### config.mk
export PLATFORM = sky130hd
export DESIGN_NAME = cmg_clock_mode_gen
export DESIGN_NICKNAME = d
export VERILOG_FILES = /design/src/cmg_pkg.sv /design/src/cmg_sync3.sv /design/src/cmg_clock_mode_gen.sv
export SDC_FILE = /design/constraint.sdc
export NUM_CORES = 1
export LEC_CHECK = 0
export ABC_CLOCK_PERIOD_IN_PS = 2700
export BUFFER_PORTS_ARGS = -buffer_cell sky130_fd_sc_hd__buf_2
export CELL_PAD_IN_SITES_DETAIL_PLACEMENT = 0
export CELL_PAD_IN_SITES_GLOBAL_PLACEMENT = 1
export CORE_ASPECT_RATIO = 2
export CORE_MARGIN = 5
export CORE_UTILIZATION = 30
export DETAILED_ROUTE_END_ITERATION = 7
export GPL_ROUTABILITY_DRIVEN = 1
export PLACE_DENSITY = 0.6
export SETUP_SLACK_MARGIN = 0.1
export SLEW_MARGIN = 20
export SYNTH_ARGS = -nofsm -noshare
export SYNTH_HDL_FRONTEND = slang
export SYNTH_SLANG_ARGS = --single-unit
### constraint.sdc
create_clock -name core_clk_i -period 2.7 [get_ports core_clk_i]
set_clock_uncertainty 0.2 [all_clocks]
set_input_delay 0.27 -clock core_clk_i [delete_from_list [all_inputs] [get_ports core_clk_i]]
set_output_delay 0.27 -clock core_clk_i [all_outputs]
set_load 0.01 [all_outputs]
### src/cmg_pkg.sv
package cmg_pkg;

  // ****************************************************************
  // Clock mode field layout
  // ****************************************************************
  localparam int unsigned MODE_W       = 8;
  localparam int unsigned MUL_INT_LSB  = 2;
  localparam int unsigned MUL_INT_W    = 4;
  localparam int unsigned MUL_FRAC_LSB = 0;
  localparam int unsigned MUL_FRAC_W   = 2;
  localparam int unsigned PLL_EN_BIT   = 6;
  localparam int unsigned DIV4_BIT     = 7;
  localparam logic [3:0]  MUL_MIN      = 4'h1;
  localparam logic [3:0]  MUL_MAX      = 4'hf;
  localparam logic [7:0]  MODE_RST     = 8'h00;

  // ****************************************************************
  // Timing
  // ****************************************************************
  localparam int unsigned CLK_HZ       = 10_000_000;
  localparam int unsigned LOCK_US      = 30;
  localparam int unsigned LOCK_CYC     = (LOCK_US * (CLK_HZ / 1_000_000));
  localparam int unsigned CNT_W        = 12;

  typedef struct packed {
    logic       div4;
    logic       pll_en;
    logic [3:0] mul_int;
    logic [1:0] mul_frac;
  } cmg_mode_s;

  typedef enum logic [1:0] {
    ST_DIV  = 2'b00,
    ST_LOCK = 2'b01,
    ST_PLL  = 2'b10
  } cmg_state_e;

endpackage

### src/cmg_sync3.sv
`timescale 1ns/100ps
module cmg_sync3 (
  input  wire logic core_clk_i, // Core clock
  input  wire logic srst_i,     // Sync reset
  input  wire logic d_i,        // Asynchronous level
  output logic      q_o,        // Filtered level
  output logic      rise_o      // One-cycle pulse on accepted rise
);
  logic s1_ff;
  logic s2_ff;
  logic s3_ff;
  logic q_ff;
  wire  agree = (s2_ff == s3_ff);
  wire  nxt_q = agree ? s3_ff : q_ff;

  always_ff @(posedge core_clk_i) begin
    if (srst_i) begin
      s1_ff <= 1'b0;
      s2_ff <= 1'b0;
      s3_ff <= 1'b0;
      q_ff  <= 1'b0;
    end else begin
      s1_ff <= d_i;
      s2_ff <= s1_ff;
      s3_ff <= s2_ff;
      q_ff  <= nxt_q;
    end
  end

  assign q_o    = q_ff;
  assign rise_o = nxt_q & ~q_ff;
endmodule

### src/cmg_clock_mode_gen.sv
`timescale 1ns/100ps
// Notes on behaviour
// - Machine cycle derived from reference: divide by two or four, or multiply.
// - Clock mode register bits select the output to reference ratio.
// - PLL off, divide-by-two: machine period is twice reference period.
// - PLL on: machine period is reference period over N, N 1 to 15.
// - Multiplier also takes fractions .25, .5, .75; reference range narrows.
// - PLL locks within 30 us; output stays on the divider until LOCK_CYCLES have elapsed.
// - Divide modes fully static; state held with reference slowed or stopped.
module cmg_clock_mode_gen #(
  parameter int unsigned LOCK_CYCLES = cmg_pkg::LOCK_CYC
) (
  input  wire logic                       core_clk_i,       // Core clock
  input  wire logic                       srst_i,           // Sync reset
  input  wire logic                       ref_clock_pin_i,  // Reference pin
  input  wire logic                       pll_clk_i,        // PLL output pin
  input  wire logic                       mode_wr_i,        // Mode write strobe
  input  wire cmg_pkg::cmg_mode_s         mode_wdata_i,     // Mode write data
  output cmg_pkg::cmg_mode_s              clock_mode_register_o, // Mode
  output logic                            pll_run_o,        // PLL enable
  output logic                            pll_locked_o,     // Lock elapsed
  output logic                            machine_clock_output_o // Clock
);
  // Counter width bounds the lock interval
  if ((LOCK_CYCLES < 1) ||
      (LOCK_CYCLES >= (1 << cmg_pkg::CNT_W))) begin : g_bad_lock
    $error("LOCK_CYCLES out of range");
  end

  // ****************************************************************
  // Input conditioning
  // ****************************************************************
  logic ref_lvl;
  logic ref_rise;
  logic pll_lvl;

  cmg_sync3 u_ref_sync (
    .core_clk_i (core_clk_i),
    .srst_i     (srst_i),
    .d_i        (ref_clock_pin_i),
    .q_o        (ref_lvl),
    .rise_o     (ref_rise)
  );

  cmg_sync3 u_pll_sync (
    .core_clk_i (core_clk_i),
    .srst_i     (srst_i),
    .d_i        (pll_clk_i),
    .q_o        (pll_lvl),
    .rise_o     ()
  );

  // ****************************************************************
  // Clock mode register
  // ****************************************************************
  cmg_pkg::cmg_mode_s mode_ff;
  cmg_pkg::cmg_state_e state_ff;
  cmg_pkg::cmg_state_e nxt_state;
  logic [cmg_pkg::CNT_W-1:0] lock_cnt_ff;
  logic [cmg_pkg::CNT_W-1:0] nxt_lock_cnt;
  logic [1:0] div_cnt_ff;
  logic       clk_out_ff;
  logic       run_ff;
  logic       lock_ff;

  // Zero integer multiplier is not legal with PLL enabled; such writes are dropped
  wire mul_ok   = (mode_wdata_i.mul_int >= cmg_pkg::MUL_MIN) &&
                  (mode_wdata_i.mul_int <= cmg_pkg::MUL_MAX);
  wire mode_acc = mode_wr_i && (!mode_wdata_i.pll_en || mul_ok);
  wire pll_entry = mode_acc && mode_wdata_i.pll_en;

  always_ff @(posedge core_clk_i) begin
    if (srst_i) mode_ff <= cmg_pkg::MODE_RST;
    else if (mode_acc) mode_ff <= mode_wdata_i;
  end

  // ****************************************************************
  // Lock sequencing
  // ****************************************************************
  wire cnt_done = (lock_cnt_ff == '0);

  always_comb begin
    nxt_state    = state_ff;
    nxt_lock_cnt = lock_cnt_ff;
    unique case (state_ff)
      cmg_pkg::ST_DIV: begin
        if (pll_entry) begin
          nxt_state    = cmg_pkg::ST_LOCK;
          nxt_lock_cnt = cmg_pkg::CNT_W'(LOCK_CYCLES - 1);
        end
      end
      cmg_pkg::ST_LOCK: begin
        if (mode_acc && !mode_wdata_i.pll_en) begin
          nxt_state = cmg_pkg::ST_DIV;
        end else if (pll_entry) begin
          nxt_lock_cnt = cmg_pkg::CNT_W'(LOCK_CYCLES - 1);
        end else if (cnt_done) begin
          nxt_state = cmg_pkg::ST_PLL;
        end else begin
          nxt_lock_cnt = lock_cnt_ff - 1'b1;
        end
      end
      cmg_pkg::ST_PLL: begin
        if (mode_acc && !mode_wdata_i.pll_en) begin
          nxt_state = cmg_pkg::ST_DIV;
        end else if (pll_entry) begin
          // New factor: relock before trusting the PLL again
          nxt_state    = cmg_pkg::ST_LOCK;
          nxt_lock_cnt = cmg_pkg::CNT_W'(LOCK_CYCLES - 1);
        end
      end
      default: begin
        nxt_state = cmg_pkg::ST_DIV;
      end
    endcase
  end

  always_ff @(posedge core_clk_i) begin
    if (srst_i) begin
      state_ff    <= cmg_pkg::ST_DIV;
      lock_cnt_ff <= '0;
      run_ff      <= 1'b0;
      lock_ff     <= 1'b0;
    end else begin
      state_ff    <= nxt_state;
      lock_cnt_ff <= nxt_lock_cnt;
      run_ff      <= (nxt_state != cmg_pkg::ST_DIV);
      lock_ff     <= (nxt_state == cmg_pkg::ST_PLL);
    end
  end

  // ****************************************************************
  // Clock output
  // ****************************************************************
  // Divider only advances on reference edges, so a stopped reference
  // freezes it in place with nothing lost
  wire [1:0] div_half = mode_ff.div4 ? 2'h1 : 2'h0;
  // At or past the wrap point, so a div4 to div2 change never overruns
  wire       div_wrap = (div_cnt_ff >= div_half);
  wire       on_pll   = (state_ff == cmg_pkg::ST_PLL);

  always_ff @(posedge core_clk_i) begin
    if (srst_i) begin
      div_cnt_ff <= 2'h0;
      clk_out_ff <= 1'b0;
    end else if (on_pll) begin
      div_cnt_ff <= 2'h0;
      clk_out_ff <= pll_lvl;
    end else if (ref_rise) begin
      div_cnt_ff <= div_wrap ? 2'h0 : div_cnt_ff + 2'h1;
      if (div_wrap) clk_out_ff <= ~clk_out_ff;
    end
  end

  assign clock_mode_register_o  = mode_ff;
  assign pll_run_o              = run_ff;
  assign pll_locked_o           = lock_ff;
  assign machine_clock_output_o = clk_out_ff;
endmodule

Word level (Yosys, flattened, before mapping):

Cells that the tools add are included.

* $add $sub $neg: 2
* multipliers: 0
* divide/modulo/power cells: 0
* order comparisons: 3
* equality and inequality tests: 8
* shift-type cells: 0
* mux-type cells: 18
* bitwise logic cells: 3
* reduce and logical (&&, ||, !) cells: 15

Operators by type and width (number)
* two-way mux 12 bit: 5
* case mux 12 bit (3 select lines): 1
* zero test 12 bit: 1
* two-way mux 2 bit: 6
* subtractor 12 x 1 -> 12 bit (second input constant): 1
* case mux 2 bit (3 select lines): 1
* nonzero test 2 bit: 3
* two-way mux 1 bit: 5
* == test 2 bit (second input constant): 2
* >= comparator 4 x 1 -> 1 bit (second input constant): 1
* less-or-equal comparator 4 bit (second input constant): 1
* logical AND 1 bit: 4
* inequality test 2 bit (second input constant): 2
* AND reduction 4 bit: 1
* inequality test 3 bit (second input constant): 1
* nonzero test 3 bit: 1
* adder 2 x 1 -> 2 bit (second input constant): 1
* == test 1 bit: 2
* == test 2 x 1 -> 1 bit (second input constant): 1
* >= comparator 2 x 1 -> 1 bit: 1
* zero test 2 bit: 1
* NOT 1 bit: 2
* AND reduction 2 bit: 1
* OR reduction 2 bit: 1
* other kinds (3): 3

* register bits after elaboration: 35
* bits in latches: 0
* bits in writable memories: 0
* memory bits (read-only): 0
* input port bits: 13
* memories kept: 0

Depth between registers and ports, before layout:

* depth after elaboration: 9
* depth in mapped cells: 7
* depth with buffers taken out: 6

Cells and area by module:

Synthesis repeated with hierarchy kept, for this count alone.

* cell total of the unflattened synthesis: 179
* area total of the unflattened synthesis: 1581.5 um^2

By module, submodules not included
* cmg_clock_mode_gen: instances 1, cells an instance 155, area each 1341.3 um^2, seq. area each 540.5 um^2
* cmg_sync3: instances 2, cells an instance 12, area each 120.1 um^2, seq. area each 80.1 um^2

Worst setup path after synthesis:

Ideal clock, no wire load.

* kind: input-to-reg
* start point: input port mode_wdata_i[5] (netlist bit)
* end point: register lock_cnt_ff[6] (netlist bit)
* setup time: 0.091 ns
* arrival: 1.641 ns
* data required time: 2.409 ns
* slack: 0.768 ns
* stages: 6
* buffers on the path: 1
* cells stage by stage: or4_4 a31oi_4 and3_1 buf_6 a31oi_1 a311oi_1

* cells in the longest elaborated chain, start to end: 8

RTL lines
* start, declared: RTL line cmg_clock_mode_gen.sv:18 `input wire cmg_pkg::cmg_mode_s mode_wdata_i,`
* >= comparator 4 x 1 -> 1 bit / less-or-equal comparator 4 bit (equally long branches): RTL line cmg_clock_mode_gen.sv:67, cmg_clock_mode_gen.sv:68
* logical AND 1 bit (*): RTL line cmg_clock_mode_gen.sv:67 `wire mul_ok = (mode_wdata_i.mul_int >= cmg_pkg::MUL_MIN) &&`
* logical OR 1 bit (*): RTL line cmg_clock_mode_gen.sv:69 `wire mode_acc = mode_wr_i && (!mode_wdata_i.pll_en || mul_ok);`
* logical AND 1 bit (*): RTL line cmg_clock_mode_gen.sv:69
* logical AND 1 bit: RTL line cmg_clock_mode_gen.sv:70 `wire pll_entry = mode_acc && mode_wdata_i.pll_en;`
* two-way mux 12 bit, on equally long branches (2 in series)
* case mux 12 bit (3 select lines): RTL line cmg_clock_mode_gen.sv:85 `unique case (state_ff)`
* end signal, assigned: RTL line cmg_clock_mode_gen.sv:126 `lock_cnt_ff <= nxt_lock_cnt;`
* end, declared: RTL line cmg_clock_mode_gen.sv:59 `logic [cmg_pkg::CNT_W-1:0] lock_cnt_ff;`

Every way passes the cells marked *; elsewhere a longest branch is shown, timed or not. The select of a mux whose other input is x is not followed.
A chain may end at the register's enable or synchronous reset.

Worst setup path in the final report:

* start point: register lock_cnt_ff[2] (netlist bit)
* end point: register lock_cnt_ff[11] (netlist bit)

* cells in the longest elaborated chain, start to end: 5

RTL lines
* subtractor 12 x 1 -> 12 bit: RTL line cmg_clock_mode_gen.sv:100 `nxt_lock_cnt = lock_cnt_ff - 1'b1;`
* two-way mux 12 bit: RTL line cmg_clock_mode_gen.sv:97 `end else if (cnt_done) begin`
* two-way mux 12 bit: RTL line cmg_clock_mode_gen.sv:95 `end else if (pll_entry) begin`
* two-way mux 12 bit: RTL line cmg_clock_mode_gen.sv:93 `if (mode_acc && !mode_wdata_i.pll_en) begin`
* case mux 12 bit (3 select lines): RTL line cmg_clock_mode_gen.sv:85

Several ways; a longest one is shown, not always the timed one. The select of a mux whose other input is x is not followed.

==> results.py <==
metrics = {
    "critical_path": {
        "path_class": "reg2reg",
        "worstPathMaxFanout": 6,
        "crit-reg2reg-launch": "lock_cnt_ff[2]",
        "crit_path_end": "lock_cnt_ff[11]",
        "critPathLaunchType": "register",
        "ff2ff_path_depth": 5,
        "worstReg2RegEnd": "lock_cnt_ff[11]",
        "crit_start": "lock_cnt_ff[2]",
        "r2r_slack_ps": 560,
        "worst_ep_arrival_time_ps": 2150,
        "worst_setup_path_end_kind": "register",
        "crit_required_ps": 2720,
    },
    "clocking": {
        "numClockSinks": 35,
        "cts_root_buf": "clkbuf_8",
        "path_clk_slew_ps": 70,
        "cts_buffers": 5,
        "clk_path_buf_depth": 2,
        "clock_latency_ps": 290,
        "cts_tree": "yes",
        "cts_setup_buffers": 0,
        "htreeDepth": 2,
    },
    "yosys": {
        "syn_area_per_cell_um2": 8.77,
        "synth_cells": 172,
        "synthXorXnorAreaFrac_pct": 0.580,
        "synth-compound-area-share_pct": 22.1,
        "synth_mux_area_share_pct": 0,
        "yosysWarnings": 0,
        "ys_seq_elements": 35,
        "synthSimpleGateAreaFrac_pct": 25.4,
        "syn_area_mm2": 0.00151,
        "synth_top_family_by_area": "simple AND/OR/NAND/NOR gates",
        "yosysSeqAreaShare_pct": 46.4,
        "syn-num-nets": 188,
        "synthAdderAreaFrac_pct": 2.49,
        "yosysUniqueCellTypes": 34,
    },
    "floorplanning": {
        "rows": 36,
        "coreArea_mm2": 0.00486,
        "top_level_ports": 24,
        "start_util_pct": 31.0,
        "die-area_mm2": 0.00663,
        "die_y_um": 110,
        "die_w_um": 60.2,
    },
    "timing": {
        "min_period_over_period_pct": 79.1,
        "final_max_slew_viol_count": 0,
        "maxSlewHeadroom_pct": 57.8,
        "setup_violations": 0,
        "rsz0062_at_grt": "false",
        "fmax_ghz": 0.468,
        "tns_ps": 0,
        "max_slew.worst_pin.slew_ps": 633,
        "fin_crit_ps": 2140,
        "timing.final.hold_violations": 0,
    },
    "power": {
        "p_leak_nw": 0.668,
        "p_total_mw": 1.15,
        "powerDensity_mw_per_mm2": 653,
        "irDropWorstVdd_uv": 341,
    },
    "grt": {
        "grtUsageTotal_pct": 11.9,
        "grt_pass1_wl_mm": 5.93,
        "grt_pass1_vias": 1308,
        "grt_max_degree": 36,
        "gr-total-overflow": 0,
        "antenna_found_initial": 0,
    },
    "place": {
        "place_inst": 246,
        "portBuffers": 23,
        "dp_hpwl_mm": 2.72,
        "gp_congestion": 0.801,
    },
    "route": {
        "num_vias": 1380,
        "drc": 0,
        "antenna_left": 0,
        "dr_wl_met2_mm": 1.93,
        "wl_per_cell_um": 14.4,
        "wl_met3_um": 149,
        "drt_pre_antenna_iters": 4,
        "wl_met1_mm": 1.48,
        "top_layer_used": "met4",
        "routed_wl_mm": 3.67,
        "viasPerCell": 5.41,
        "first_iter_violations": 41,
    },
    "outcome": {
        "outcome": "finished clean",
    },
    "cells_and_area": {
        "layout.nets": 213,
        "stdcell_count": 255,
        "drive_above_1_share_pct": 17.7,
        "area_growth_syn_to_layout_pct": 16.8,
        "layout_commonest_cell": "dfxtp_1",
        "layout_common_cells": "dfxtp_1 (35), buf_2 (23), nand2_1 (20), a21oi_1 (20), nor2_1 (13)",
        "antenna_cells": 0,
    },
    "job": {
        "cap_violations": 0,
    },
    "worst_hold_path": {
        "worst_hold_path_type": "in2reg",
    },
}
state kept, by name (all words and copies together) (netlist names):
name,count
pll_locked_o,1
u_pll_sync.q_o,1
u_pll_sync.s3_ff,1
u_ref_sync.s1_ff,1
u_pll_sync.s1_ff,1
u_ref_sync.q_o,1
lock_cnt_ff,12
machine_clock_output_o,1
div_cnt_ff,2
u_pll_sync.s2_ff,1
clock_mode_register_o,8
pll_run_o,1
state_ff,2
u_ref_sync.s2_ff,1
u_ref_sync.s3_ff,1
worst max-delay path, stage by stage (launching register included):
cell and delay [ps]:
dfxtp_1 380, nor4_4 450, nand4_1 270, o22ai_1 450, o21ai_0 170, a21oi_1 150
how the worst min path moves through the flow:
stage / to / cells after the start / slack, ps / startpoint
6_report: u_ref_sync.s1_ff / 2 / 8 / ref_clock_pin_i
5_1_grt: u_ref_sync.s1_ff / 2 / 20 / ref_clock_pin_i
4_1_cts: u_ref_sync.s1_ff / 2 / 9 / ref_clock_pin_i
3_5_place_dp: u_pll_sync.s2_ff / 1 / 240 / u_pll_sync.s1_ff
3_3_place_gp: u_ref_sync.s2_ff / 1 / 220 / u_ref_sync.s1_ff
2_1_floorplan: u_pll_sync.s1_ff / 1 / 200 / pll_clk_i
final cells by class:
type | count | area [um^2]
fill | 517 | 3100
multi-input combinational | 127 | 763
sequential | 35 | 701
timing repair buffer | 25 | 133
tap | 57 | 71.3
clock buffer | 5 | 68.8
clock inverter | 3 | 15.0
inverter | 3 | 11.3
report_power, final:
part           leakage (nW)  switching, mW  internal [mW]
Clock                0.0477          0.189          0.176
Combinational         0.335          0.138         0.0797
Sequential            0.286         0.0238          0.544
layer usage:
metal	up-vias	GRT usage, %
met1	654	12.7
li1	682	-
met2	32	20.7
met3	12	2.80
met5	-	0
met4	0	6.66
logic make-up after synthesis:
family          Yosys count
flops                    35
fa+ha+maj                 3
simple gates             72
compound gates           51
buf+inv                  10
xor+xnor                  1
stage by stage:
| stage | setup WS, ps | util [%] | hold WS (ps) | instance area (um^2) |
|---|---|---|---|---|
| 2_1_floorplan | 768 | - | 198 | 1510 |
| 3_3_place_gp | 483 | 34.3 | 217 | 1670 |
| 3_5_place_dp | 418 | 34.3 | 236 | 1670 |
| 4_1_cts | 556 | 36.2 | 8.87 | 1760 |
| 5_1_grt | 375 | 36.2 | 21.4 | 1760 |
| 6_report | 563 | 36.2 | 8.40 | 1760 |
cells in the mapped netlist:
cell        n  area [um^2]
clkbuf_1    6         22.5
a311oi_1    7         61.3
or3_1       3         18.8
o21ai_0     9         45.0
a21oi_1    20          100
and3_1      1         6.26
or4_4       1         11.3
nor3_1      8         40.0
and2_1      1         6.26
inv_1       3         11.3
nor2_1     13         48.8
a31oi_4     1         21.3
nor2b_1     8         50.1
nand4bb_1   1         11.3
a221oi_1    2         17.5
nand3b_1    2         15.0
o31ai_1     2         15.0
ha_1        3         37.5
a31oi_1     3         18.8
o21bai_1    1         7.51
dfxtp_1    35          701
nand3_1     3         15.0
nand4_1     3         18.8
xor2_1      1         8.76
buf_6       1         11.3
or2b_1      1         7.51
nand2b_1    3         18.8
a211oi_1    2         15.0
a2111oi_0   2         17.5
o22a_1      1         8.76
nand2_1    20         75.1
o22ai_1     1         6.26
nor4_1      3         18.8
nor4_4      1         21.3
repair_timing:
item                      4_1_cts  5_1_grt
hold buffers                    1        0
gates resized for setup         0        0
hold endpoints to repair        1        0
Power figures use the tool's default switching activity.
